`config.mk`:
```
export PLATFORM = sky130hd
export DESIGN_NAME = dorb_reg_bank
export DESIGN_NICKNAME = d
export VERILOG_FILES = /design/src/dorb_pkg.sv /design/src/dorb_reg_bank.sv
export SDC_FILE = /design/constraint.sdc
export NUM_CORES = 1
export LEC_CHECK = 0
export ABC_CLOCK_PERIOD_IN_PS = 13000
export BUFFER_PORTS_ARGS = -buffer_cell sky130_fd_sc_hd__buf_2
export CAP_MARGIN = 15
export CORE_AREA = 2 2 219 221
export CTS_CLUSTER_DIAMETER = 60
export DETAILED_ROUTE_END_ITERATION = 8
export DIE_AREA = 0 0 221 223
export PLACE_DENSITY = 0.68
export SLEW_MARGIN = 20
export SYNTH_ARGS = -nofsm -noshare
export SYNTH_HDL_FRONTEND = slang
export SYNTH_SLANG_ARGS = --single-unit
```
`constraint.sdc`:
```
create_clock -name aclk -period 13 [get_ports aclk]
set_clock_uncertainty 0.1 [all_clocks]
set_input_delay 1.3 -clock aclk [delete_from_list [all_inputs] [get_ports aclk]]
set_output_delay 1.3 -clock aclk [all_outputs]
set_load 0.005 [all_outputs]
```
`src/dorb_pkg.sv`:
```
package dorb_pkg;

  // ==========================================================================
  // Bus geometry
  localparam int ADDR_W = 18;
  localparam int DATA_W = 32;
  localparam logic [1:0] RESP_OKAY   = 2'h0;
  localparam logic [1:0] RESP_SLVERR = 2'h2;

  // ==========================================================================
  // Register indices; byte address is four times the index
  localparam logic [15:0] IDX_ERR_CODE   = 16'h603f;
  localparam logic [15:0] IDX_CMD_WORD   = 16'h6040;
  localparam logic [15:0] IDX_BAL_SET    = 16'h4100;
  localparam logic [15:0] IDX_BAL_LIMIT  = 16'h4101;
  localparam logic [15:0] IDX_BAL_HYST   = 16'h4102;
  localparam logic [15:0] IDX_BAL_STATE  = 16'h4103;
  localparam logic [15:0] IDX_BOOT_VER   = 16'h4110;
  localparam logic [15:0] IDX_BOOT_BUS   = 16'h4111;
  localparam logic [15:0] IDX_BOOT_HWGRP = 16'h4112;
  localparam logic [15:0] IDX_SUPPLY_MV  = 16'h4120;
  localparam logic [15:0] IDX_LOGIC_MV   = 16'h4121;
  localparam logic [15:0] IDX_BOARD_TEMP = 16'h4122;
  localparam logic [15:0] IDX_SERIAL     = 16'h4130;
  localparam logic [15:0] IDX_DEVICE_ID  = 16'h4131;
  localparam logic [15:0] IDX_IRQ_STAT   = 16'h4140;
  localparam logic [15:0] IDX_IRQ_MASK   = 16'h4141;

  // ==========================================================================
  // Reset values and fields
  localparam logic [31:0] RST_BAL_SET   = 32'h0000_0001;
  localparam logic [31:0] RST_BAL_LIMIT = 32'h0000_c019;
  localparam logic [31:0] RST_BAL_HYST  = 32'h0000_01f4;
  localparam logic [15:0] RST_ERR_CODE  = 16'h0000;
  localparam logic [15:0] RST_CMD_WORD  = 16'h0000;
  localparam logic [3:0]  RST_IRQ_MASK  = 4'h0;
  localparam int BAL_EN_BIT   = 0;
  localparam int QSTOP_BIT    = 2;
  localparam int EV_BAL_ON    = 0;
  localparam int EV_BAL_OFF   = 1;
  localparam int EV_NEW_ERR   = 2;
  localparam int EV_PDO_CMD   = 3;
  localparam int EV_N         = 4;

  typedef enum logic [0:0] {
    BAL_OFF = 1'b0,
    BAL_ON  = 1'b1
  } dorb_bal_e;

  typedef struct packed {
    logic signed [31:0] supply_mv;
    logic signed [31:0] logic_mv;
    logic signed [31:0] board_temp_dc;
  } dorb_cond_s;

  typedef struct packed {
    logic [15:0]        error_code;
    dorb_cond_s         cond;
  } dorb_txpdo_s;

endpackage

```
`src/dorb_reg_bank.sv`:
```
// Chosen here: the AXI4-Lite slave port.
`timescale 1ns/1ns
// What this block does
// - Supply and logic rail voltages read back as signed millivolt words.
// - Board temperature reads back as a signed word in tenths of a degree.
// - Ballast settings bit 0 enables the ballast and the word resets to one.
// - The ballast limit word holds the millivolt threshold and resets to 0000c019.
// - The ballast hysteresis word holds millivolts and resets to 000001f4.
// - All three ballast words are full 32-bit read-write registers.
// - Boot version reads main version in the upper half and minor in the lower half.
// - Boot fieldbus word reads a read-only mask of supported fieldbuses.
// - Error code mirrors the low 16 bits of the latest error field entry.
// - Error code is read-only, goes out in transmit process data, reads zero after reset.
// - Command word is read-write, loadable from receive process data, resets to zero.
// - Serial number is a read-only word kept out of process data.
// - Device identifier is a read-only word kept out of process data.
module dorb_reg_bank
  import dorb_pkg::*;
(
  // Clock and reset
  input  wire logic                aclk,
  input  wire logic                aresetn,
  // AXI4-Lite write address and data
  input  wire logic [ADDR_W-1:0]   s_axi_awaddr,
  input  wire logic                s_axi_awvalid,
  output logic                     s_axi_awready,
  input  wire logic [DATA_W-1:0]   s_axi_wdata,
  input  wire logic [3:0]          s_axi_wstrb,
  input  wire logic                s_axi_wvalid,
  output logic                     s_axi_wready,
  // AXI4-Lite write response
  output logic [1:0]               s_axi_bresp,
  output logic                     s_axi_bvalid,
  input  wire logic                s_axi_bready,
  // AXI4-Lite read
  input  wire logic [ADDR_W-1:0]   s_axi_araddr,
  input  wire logic                s_axi_arvalid,
  output logic                     s_axi_arready,
  output logic [DATA_W-1:0]        s_axi_rdata,
  output logic [1:0]               s_axi_rresp,
  output logic                     s_axi_rvalid,
  input  wire logic                s_axi_rready,
  // Measured conditions and identity
  input  wire dorb_cond_s          cond_in,
  input  wire logic [31:0]         boot_version_in,
  input  wire logic [31:0]         boot_fieldbus_in,
  input  wire logic [31:0]         boot_hwgroup_in,
  input  wire logic [31:0]         serial_in,
  input  wire logic [31:0]         device_id_in,
  // Error field
  input  wire logic                err_push,
  input  wire logic [31:0]         err_entry,
  // Receive process data
  input  wire logic                rxpdo_cmd_valid,
  input  wire logic [15:0]         rxpdo_cmd_word,
  // Outputs to the drive
  output logic [15:0]              cmd_word,
  output logic                     ballast_on,
  output dorb_txpdo_s              txpdo,
  output logic                     irq
);

  // ==========================================================================
  // Write channel capture
  logic [ADDR_W-1:0] aw_addr_r;
  logic              aw_full_r;
  logic [31:0]       w_data_r;
  logic [3:0]        w_strb_r;
  logic              w_full_r;
  logic              bvalid_r;
  logic [1:0]        bresp_r;
  logic              wr_go;
  logic [15:0]       wr_idx;
  logic              wr_ok;

  assign wr_go  = aw_full_r && w_full_r && !bvalid_r;
  assign wr_idx = aw_addr_r[17:2];

  always_ff @(posedge aclk) begin
    if (!aresetn) begin
      aw_full_r <= 1'b0;
      aw_addr_r <= '0;
    end else if (s_axi_awvalid && !aw_full_r) begin
      aw_full_r <= 1'b1;
      aw_addr_r <= s_axi_awaddr;
    end else if (wr_go) begin
      aw_full_r <= 1'b0;
    end
  end

  always_ff @(posedge aclk) begin
    if (!aresetn) begin
      w_full_r <= 1'b0;
      w_data_r <= '0;
      w_strb_r <= '0;
    end else if (s_axi_wvalid && !w_full_r) begin
      w_full_r <= 1'b1;
      w_data_r <= s_axi_wdata;
      w_strb_r <= s_axi_wstrb;
    end else if (wr_go) begin
      w_full_r <= 1'b0;
    end
  end

  always_comb begin
    unique case (wr_idx)
      IDX_CMD_WORD, IDX_BAL_SET, IDX_BAL_LIMIT, IDX_BAL_HYST, IDX_IRQ_MASK: wr_ok = 1'b1;
      default: wr_ok = 1'b0;
    endcase
  end

  always_ff @(posedge aclk) begin
    if (!aresetn) begin
      bvalid_r <= 1'b0;
      bresp_r  <= RESP_OKAY;
    end else if (wr_go) begin
      bvalid_r <= 1'b1;
      bresp_r  <= wr_ok ? RESP_OKAY : RESP_SLVERR;
    end else if (s_axi_bready) begin
      bvalid_r <= 1'b0;
    end
  end

  function automatic logic [31:0] merge(input logic [31:0] old, input logic [31:0] nw, input logic [3:0] st);
    logic [31:0] res;
    res = old;
    for (int b = 0; b < 4; b++) begin
      if (st[b]) res[b*8 +: 8] = nw[b*8 +: 8];
    end
    return res;
  endfunction

  // ==========================================================================
  // Ballast configuration words
  logic [31:0] bal_set_r;
  logic [31:0] bal_limit_r;
  logic [31:0] bal_hyst_r;

  always_ff @(posedge aclk) begin
    if (!aresetn) begin
      bal_set_r   <= RST_BAL_SET;
      bal_limit_r <= RST_BAL_LIMIT;
      bal_hyst_r  <= RST_BAL_HYST;
    end else if (wr_go) begin
      if (wr_idx == IDX_BAL_SET)   bal_set_r   <= merge(bal_set_r, w_data_r, w_strb_r);
      if (wr_idx == IDX_BAL_LIMIT) bal_limit_r <= merge(bal_limit_r, w_data_r, w_strb_r);
      if (wr_idx == IDX_BAL_HYST)  bal_hyst_r  <= merge(bal_hyst_r, w_data_r, w_strb_r);
    end
  end

  // ==========================================================================
  // Command word
  logic [15:0] cmd_r;
  logic [31:0] cmd_merged;

  assign cmd_merged = merge({16'h0000, cmd_r}, w_data_r, w_strb_r);

  // A bus write and a process-data load in the same cycle: the process data wins,
  // since it is the cyclic source the drive follows.
  always_ff @(posedge aclk) begin
    if (!aresetn) begin
      cmd_r <= RST_CMD_WORD;
    end else if (rxpdo_cmd_valid) begin
      cmd_r <= rxpdo_cmd_word;
    end else if (wr_go && wr_idx == IDX_CMD_WORD) begin
      cmd_r <= cmd_merged[15:0];
    end
  end
  assign cmd_word = cmd_r;

  // ==========================================================================
  // Error code mirror
  logic [15:0] err_code_r;

  always_ff @(posedge aclk) begin
    if (!aresetn) begin
      err_code_r <= RST_ERR_CODE;
    end else if (err_push) begin
      err_code_r <= err_entry[15:0];
    end
  end

  // ==========================================================================
  // Ballast hysteresis comparator
  dorb_bal_e         bal_st_r;
  logic signed [33:0] v_sup;
  logic signed [33:0] v_on;
  logic signed [33:0] v_off;

  assign v_sup = 34'(cond_in.supply_mv);
  assign v_on  = $signed({2'b00, bal_limit_r});
  assign v_off = $signed({2'b00, bal_limit_r}) - $signed({2'b00, bal_hyst_r});

  always_ff @(posedge aclk) begin
    if (!aresetn) begin
      bal_st_r <= BAL_OFF;
    end else if (!bal_set_r[BAL_EN_BIT]) begin
      bal_st_r <= BAL_OFF;
    end else begin
      unique case (bal_st_r)
        BAL_OFF: if (v_sup > v_on)  bal_st_r <= BAL_ON;
        BAL_ON:  if (v_sup < v_off) bal_st_r <= BAL_OFF;
      endcase
    end
  end
  assign ballast_on = (bal_st_r == BAL_ON);

  // ==========================================================================
  // Interrupt status, mask and output
  logic [EV_N-1:0] irq_stat_r;
  logic [EV_N-1:0] irq_mask_r;
  logic [EV_N-1:0] ev;
  logic            irq_r;
  logic            bal_prev_r;
  logic            stat_rd;

  always_ff @(posedge aclk) begin
    if (!aresetn) bal_prev_r <= 1'b0;
    else          bal_prev_r <= ballast_on;
  end

  always_comb begin
    ev             = '0;
    ev[EV_BAL_ON]  = ballast_on && !bal_prev_r;
    ev[EV_BAL_OFF] = !ballast_on && bal_prev_r;
    ev[EV_NEW_ERR] = err_push;
    ev[EV_PDO_CMD] = rxpdo_cmd_valid;
  end

  // A read clears the status, but an event in that same cycle stays set.
  always_ff @(posedge aclk) begin
    if (!aresetn) irq_stat_r <= '0;
    else          irq_stat_r <= (stat_rd ? '0 : irq_stat_r) | ev;
  end

  always_ff @(posedge aclk) begin
    if (!aresetn) begin
      irq_mask_r <= RST_IRQ_MASK;
    end else if (wr_go && wr_idx == IDX_IRQ_MASK && w_strb_r[0]) begin
      irq_mask_r <= w_data_r[EV_N-1:0];
    end
  end

  always_ff @(posedge aclk) begin
    if (!aresetn) irq_r <= 1'b0;
    else          irq_r <= |(((stat_rd ? '0 : irq_stat_r) | ev) & irq_mask_r);
  end
  assign irq = irq_r;

  // ==========================================================================
  // Transmit process data image
  dorb_txpdo_s txpdo_r;

  always_ff @(posedge aclk) begin
    if (!aresetn) begin
      txpdo_r <= '0;
    end else begin
      txpdo_r.error_code <= err_code_r;
      txpdo_r.cond       <= cond_in;
    end
  end
  assign txpdo = txpdo_r;

  // ==========================================================================
  // Read channel
  logic        rvalid_r;
  logic [31:0] rdata_r;
  logic [1:0]  rresp_r;
  logic [31:0] rd_nxt;
  logic        rd_hit;
  logic [15:0] rd_idx;
  logic        rd_go;

  assign rd_go   = s_axi_arvalid && !rvalid_r;
  assign rd_idx  = s_axi_araddr[17:2];
  assign stat_rd = rd_go && rd_idx == IDX_IRQ_STAT;

  always_comb begin
    rd_nxt = '0;
    rd_hit = 1'b1;
    unique case (rd_idx)
      IDX_ERR_CODE:   rd_nxt = {16'h0000, err_code_r};
      IDX_CMD_WORD:   rd_nxt = {16'h0000, cmd_r};
      IDX_BAL_SET:    rd_nxt = bal_set_r;
      IDX_BAL_LIMIT:  rd_nxt = bal_limit_r;
      IDX_BAL_HYST:   rd_nxt = bal_hyst_r;
      IDX_BAL_STATE:  rd_nxt = {31'h0, ballast_on};
      IDX_BOOT_VER:   rd_nxt = boot_version_in;
      IDX_BOOT_BUS:   rd_nxt = boot_fieldbus_in;
      IDX_BOOT_HWGRP: rd_nxt = boot_hwgroup_in;
      IDX_SUPPLY_MV:  rd_nxt = cond_in.supply_mv;
      IDX_LOGIC_MV:   rd_nxt = cond_in.logic_mv;
      IDX_BOARD_TEMP: rd_nxt = cond_in.board_temp_dc;
      IDX_SERIAL:     rd_nxt = serial_in;
      IDX_DEVICE_ID:  rd_nxt = device_id_in;
      IDX_IRQ_STAT:   rd_nxt = {28'h0, irq_stat_r};
      IDX_IRQ_MASK:   rd_nxt = {28'h0, irq_mask_r};
      default:        rd_hit = 1'b0;
    endcase
  end

  always_ff @(posedge aclk) begin
    if (!aresetn) begin
      rvalid_r <= 1'b0;
      rdata_r  <= '0;
      rresp_r  <= RESP_OKAY;
    end else if (rd_go) begin
      rvalid_r <= 1'b1;
      rdata_r  <= rd_nxt;
      rresp_r  <= rd_hit ? RESP_OKAY : RESP_SLVERR;
    end else if (s_axi_rready) begin
      rvalid_r <= 1'b0;
    end
  end

  always_ff @(posedge aclk) begin
    if (!aresetn) begin
      s_axi_awready <= 1'b0;
      s_axi_wready  <= 1'b0;
      s_axi_arready <= 1'b0;
    end else begin
      s_axi_awready <= s_axi_awvalid && !aw_full_r && !s_axi_awready;
      s_axi_wready  <= s_axi_wvalid && !w_full_r && !s_axi_wready;
      s_axi_arready <= rd_go;
    end
  end

  assign s_axi_bvalid = bvalid_r;
  assign s_axi_bresp  = bresp_r;
  assign s_axi_rvalid = rvalid_r;
  assign s_axi_rdata  = rdata_r;
  assign s_axi_rresp  = rresp_r;
endmodule // dorb_reg_bank

```
-- Word-level counts from Yosys, hierarchy flattened
Cells that the tools add are included.
- RAM bits: 0
- latch bits: 0
- output and inout bits: 171
- register bits after elaboration: 348
- word-level logic and storage cells: 130
- memories: 0
- ROM bits: 0
- input port bits: 385
- add/sub/neg operators: 1
- shifts and indexed selects: 0
- multiplexer cells: 20
- equality and inequality tests: 21
- bitwise operators: 3
- order comparisons: 2
- reductions and logical operators: 46
- $mul: 0
- div/mod/pow operators: 0
- operators by type and width (kind ; count):
    case mux 32 bit (16 select lines) ; 1
    == test 16 x 15 -> 1 bit, second input constant ; 21
    AND reduction 3 bit ; 12
    greater-than comparator 32 x 33 -> 1 bit ; 1
    < comparator 32 x 33 -> 1 bit ; 1
    subtractor 32 x 32 -> 33 bit ; 1
    2-to-1 mux 16 bit ; 2
    2-to-1 mux 8 bit ; 2
    OR reduction 16 bit ; 1
    nonzero test 2 bit ; 7
    logical AND 1 bit ; 13
    2-to-1 mux 1 bit ; 11
    logical NOT 1 bit ; 8
    AND reduction 2 bit ; 3
    OR reduction 5 bit ; 1
    AND 4 bit ; 1
    2-to-1 mux 2 bit ; 2
    2-to-1 mux 4 bit ; 1
    bitwise OR 4 bit ; 1
    OR reduction 4 bit ; 1
    case mux 1 bit (2 select lines) ; 1
    inverter 1 bit ; 1

-- Longest topological paths before layout
- word-level depth: 7
- mapped depth: 20
- gate-level depth less buffers: 20

-- Worst setup path after synthesis
OpenSTA, ideal clock, no wires.
- kind: register to register
- start point: reg bal_limit_r[0]
- end point: reg bal_st_r, in the netlist ballast_on
- stages on the path, launching flop included: 21
- arrival: 3.939 ns
- setup time: 0.124 ns
- clock period less this slack: 4.163 ns
- data required time: 12.776 ns
- slack: 8.837 ns
- path buffers: 0
- path through: dfxtp_1 -> inv_1 -> ha_1 -> inv_1 -> fa_1 -> a21o_1 -> a31oi_2 -> or3_2 -> a21oi_2 -> o31ai_2 -> o21bai_1 -> or4_1 -> and3_1 -> ha_1 -> nand4_1 -> or4_1 -> nor2_1 -> o311a_1 -> nor4_1 -> xnor2_1 -> o21ai_0
- word-level cells in the longest chain between the ends: 4
- elaborated cells between the ends (all ways): 6
- those cells by class: 1 x add/sub; 2 x order compare; 3 x mux
- ends and longest elaborated chain (item ; line ; RTL):
    start, declared ; dorb_reg_bank.sv:136 ; logic [31:0] bal_limit_r;
    start signal, assigned ; dorb_reg_bank.sv:146 ; if (wr_idx == IDX_BAL_LIMIT) bal_limit_r <= merge(bal_limit_r, w_data_r, w_strb_r);
    subtractor 32 x 32 -> 33 bit ; dorb_reg_bank.sv:192 ; assign v_off = $signed({2'b00, bal_limit_r}) - $signed({2'b00, bal_hyst_r});
    < comparator 32 x 33 -> 1 bit ; dorb_reg_bank.sv:202 ; BAL_ON: if (v_sup < v_off) bal_st_r <= BAL_OFF;
    2-to-1 mux 1 bit ; dorb_reg_bank.sv:202 ;
    case mux 1 bit (2 select lines) (*) ; dorb_reg_bank.sv:200 ; unique case (bal_st_r)
    end signal, assigned ; dorb_reg_bank.sv:196 ; bal_st_r <= BAL_OFF;
    end signal, assigned ; dorb_reg_bank.sv:201 ; BAL_OFF: if (v_sup > v_on) bal_st_r <= BAL_ON;
    end signal, assigned ; dorb_reg_bank.sv:202 ;
    end, declared ; dorb_reg_bank.sv:185 ; dorb_bal_e bal_st_r;
Every way passes the cells marked *; elsewhere a longest branch is shown, timed or not.
A chain may end at the register's enable or synchronous reset.

-- Worst setup path in the final report
Ends and elaborated chain as after synthesis.

==> impl_metrics.tcl <==
set metrics [dict create \
    tritoncts "built" \
    ys_seq_elements 344 \
    clk_pin_slew_ns 0.06 \
    grt_overflow 0 \
    min_period_ns 5.05 \
    grt_max_degree 125 \
    p_leak_nw 10.0 \
    max_stage_delay_ns 0.56 \
    cp.arrival_ns 5.44 \
    ios 556 \
    grt.total_usage 0.283 \
    root_buffer "clkbuf_16" \
    finalCritPeriodShare 0.389 \
    cts_buffers 44 \
    grt_pass1_vias 16400 \
    fillers 4593 \
    cts_num_sinks 344 \
    final_hold_viol_count 0 \
    critPathKind "flip-flop to flip-flop" \
    gp_congestion 0.949 \
    cp_num_buf_inv 2 \
    crit_chain "inv_1 > ha_1 > inv_1 > fa_1 > a21o_1 > a31oi_2 > or3_2 > a21oi_2 > o31ai_2 > o21bai_1 > or4_1 > and3_1 > ha_1 > nand4_1 > or4_1 > nor2_1 > o311a_1 > nor4_1 > xnor2_1 > o21ai_0" \
    ctsHoldBuffers 0 \
    synth_cell_types 78 \
    antenna_found_initial 15 \
    grt_pass1_wl_um 106000 \
    dieArea_um2 49300 \
    cp_top_family "simple AND/OR/NAND/NOR gates" \
    synthTopCellsByArea "dfxtp_1 (40%), ha_1 (7.0%), mux2i_1 (5.8%)" \
    place_hpwl_um 55500 \
    synth_top_area_frac 0.400 \
    synthArstFlopShare 0 \
    slew_viol_final 0 \
    postCtsSetupBuffers 0 \
    synth_largest_area_cell "dfxtp_1" \
    violations "DRC" \
    rsz0062_at_grt "no" \
    placed_area_um2 20400 \
    power_density_nw_per_um2 116 \
    wl_um 72500 \
    clk-insertion-delay-late_ns 0.60 \
    setup_tns_ns 0 \
    core_um2 47100 \
    wl_per_cell_um 24.0 \
    cp_slowest_cell "or4_1" \
    syn_to_final_growth_pct 27.2 \
    min_path_type "flip-flop to flip-flop" \
    fp-row-count 80 \
    synth-edff-count 0 \
    num-nets-final 2850 \
    setup_viol 0 \
    cts_resized 0 \
    synth_top_flop_cell "dfxtp_1" \
    clk_path_buf_depth 3 \
    design_area_um2 21900 \
    viasPerCell 5.60 \
    io_buffers 533 \
    maxCapViolCount 0 \
    drtAntennaViolNets 0 \
    max_clock_freq_mhz 198 \
    ys_seq_area_frac 0.400 \
    vias 16900 \
    die_x_um 221 \
    netlist_instances 1876 \
    fin_hold_ws_ns 0.312 \
    crit_required_ns 13.39 \
    yosys_warnings 0 \
    end_kind "flip-flop" \
    status "finished, violations left" \
    first_pass_iters 9 \
    drive_gt1_frac 0.278 \
    worstMarginPinSlew_ns 1.18 \
    die_h_um 223 \
    cp_max_fo 4 \
    dr.first_iter.drc_count 1843 \
    synth_area_um2 17200 \
    relSlewSlack 0.212 \
    synth.avg_cell_area_um2 9.18 \
    ir_drop_mv 0.116 \
    p_total_mw 2.55 \
    initial_core_util 0.365 \
    worst_setup_path_start_kind "flip-flop" \
    drc 1 \
    cts.htree.levels 2 \
]
[synthesized netlist by cell type (16+ instances only)]
library cell  instances
mux2i_1             100
xor2_1               16
a222oi_1             49
a21o_1               72
nand3_1              21
a31oi_1              19
nand2_1             244
a21oi_1              42
nor2b_1              98
ha_1                 97
and2_1              119
o211a_1              17
inv_1                78
nor2_1               48
a221oi_1             41
a21boi_0             69
nand4_1              25
dfxtp_1             344
o21ai_0              32
clkbuf_1             79
a22o_1               31
a22oi_1              43
buf_2                17
[area by class of cell]
| type | instances | area, µm² | share of cell area |
|---|---|---|---|
| multi-input combinational | 1347 | 9680 | 0.442 |
| sequential | 344 | 6890 | 0.314 |
| timing repair buffer | 552 | 2820 | 0.129 |
| clock buffer | 57 | 1230 | 0.0561 |
| tap | 615 | 769 | 0.0351 |
| inverter | 78 | 293 | 0.0134 |
| clock inverter | 20 | 209 | 0.00954 |
| antenna | 8 | 20.0 | 0.000914 |
[cell usage in the layout, fill, tap and decap left out, types with 49 or more instances in the layout]
cell / synthesis / final
nand2_1: 244 / 244
a222oi_1: 49 / 49
a21boi_0: 69 / 69
nor2b_1: 98 / 97
ha_1: 97 / 97
buf_2: 17 / 532
and2_1: 119 / 119
dfxtp_1: 344 / 344
inv_1: 78 / 78
a21o_1: 72 / 72
mux2i_1: 100 / 100
[registers in the layout (all words and copies together) (netlist names)]
signal and flops:
aw_addr_r 16, w_full_r 1, txpdo 112, s_axi_rdata 32, s_axi_rresp 1, err_code_r 16, irq 1, cmd_word 16
s_axi_bvalid 1, s_axi_bresp 1, bal_set_r 32, bal_limit_r 32, irq_stat_r 4, w_data_r 32, s_axi_awready 1, bal_hyst_r 32
irq_mask_r 4, s_axi_arready 1, w_strb_r 4, s_axi_wready 1, aw_full_r 1, ballast_on 1, s_axi_rvalid 1, bal_prev_r 1
[power by group]
part           switching [mW]  internal [mW]  total [mW]
sequential             0.0293           1.09        1.12
combinational           0.116          0.102       0.218
clock                   0.513          0.699        1.21
total                   0.658           1.89        2.55
[routing by layer]
| layer | part of all wire | GRT usage | vias to the layer above |
|---|---|---|---|
| met5 | 0.0012 | 0 | - |
| met3 | 0.097 | 0.0790 | 173 |
| met2 | 0.45 | 0.446 | 852 |
| li1 | - | - | 7779 |
| met1 | 0.42 | 0.371 | 8087 |
| met4 | 0.034 | 0.0985 | 14 |
[final timing paths]
kind | start | end | slack, ns | cells past startpoint
setup reg to reg | bal_limit_r[0] | ballast_on | 7.95 | 20
hold / removal | s_axi_wready | s_axi_wready | 0.31 | 1
setup / recovery | bal_limit_r[0] | ballast_on | 7.95 | 20
hold reg to reg | s_axi_wready | s_axi_wready | 0.31 | 1
[through the flow]
step                instances  worst slack, ns   util
floorplan                1877             8.84      -
detailed placement       2936             7.93  0.434
finish                   3021             7.95  0.465
global placement         2936             7.97  0.434
CTS                      3013             7.89  0.464
global route             3018             7.58  0.465
[worst reg2reg max path: stages, from the launching register on]
cell      delay (ns)
dfxtp_1         0.33
inv_1           0.09
ha_1            0.17
inv_1           0.05
fa_1            0.40
a21o_1          0.22
a31oi_2         0.27
or3_2           0.20
a21oi_2         0.08
o31ai_2         0.34
o21bai_1        0.22
or4_1           0.42
and3_1          0.18
ha_1            0.29
nand4_1         0.14
or4_1           0.56
nor2_1          0.21
o311a_1         0.26
nor4_1          0.08
xnor2_1         0.14
o21ai_0         0.18
[logic make-up after synthesis]
group / count (synthesis) / synth area share
AND/OR/NAND/NOR: 634 / 0.193
AO/OA/AOI/OAI: 485 / 0.219
flip-flops: 344 / 0.400
buffers and inverters: 186 / 0.0435
multiplexers: 100 / 0.0581
adder cells (fa/ha/maj): 98 / 0.0716
XOR/XNOR: 28 / 0.0142
other: 1 / 0.000218
Note: power is estimated with default switching activity, not from simulation.
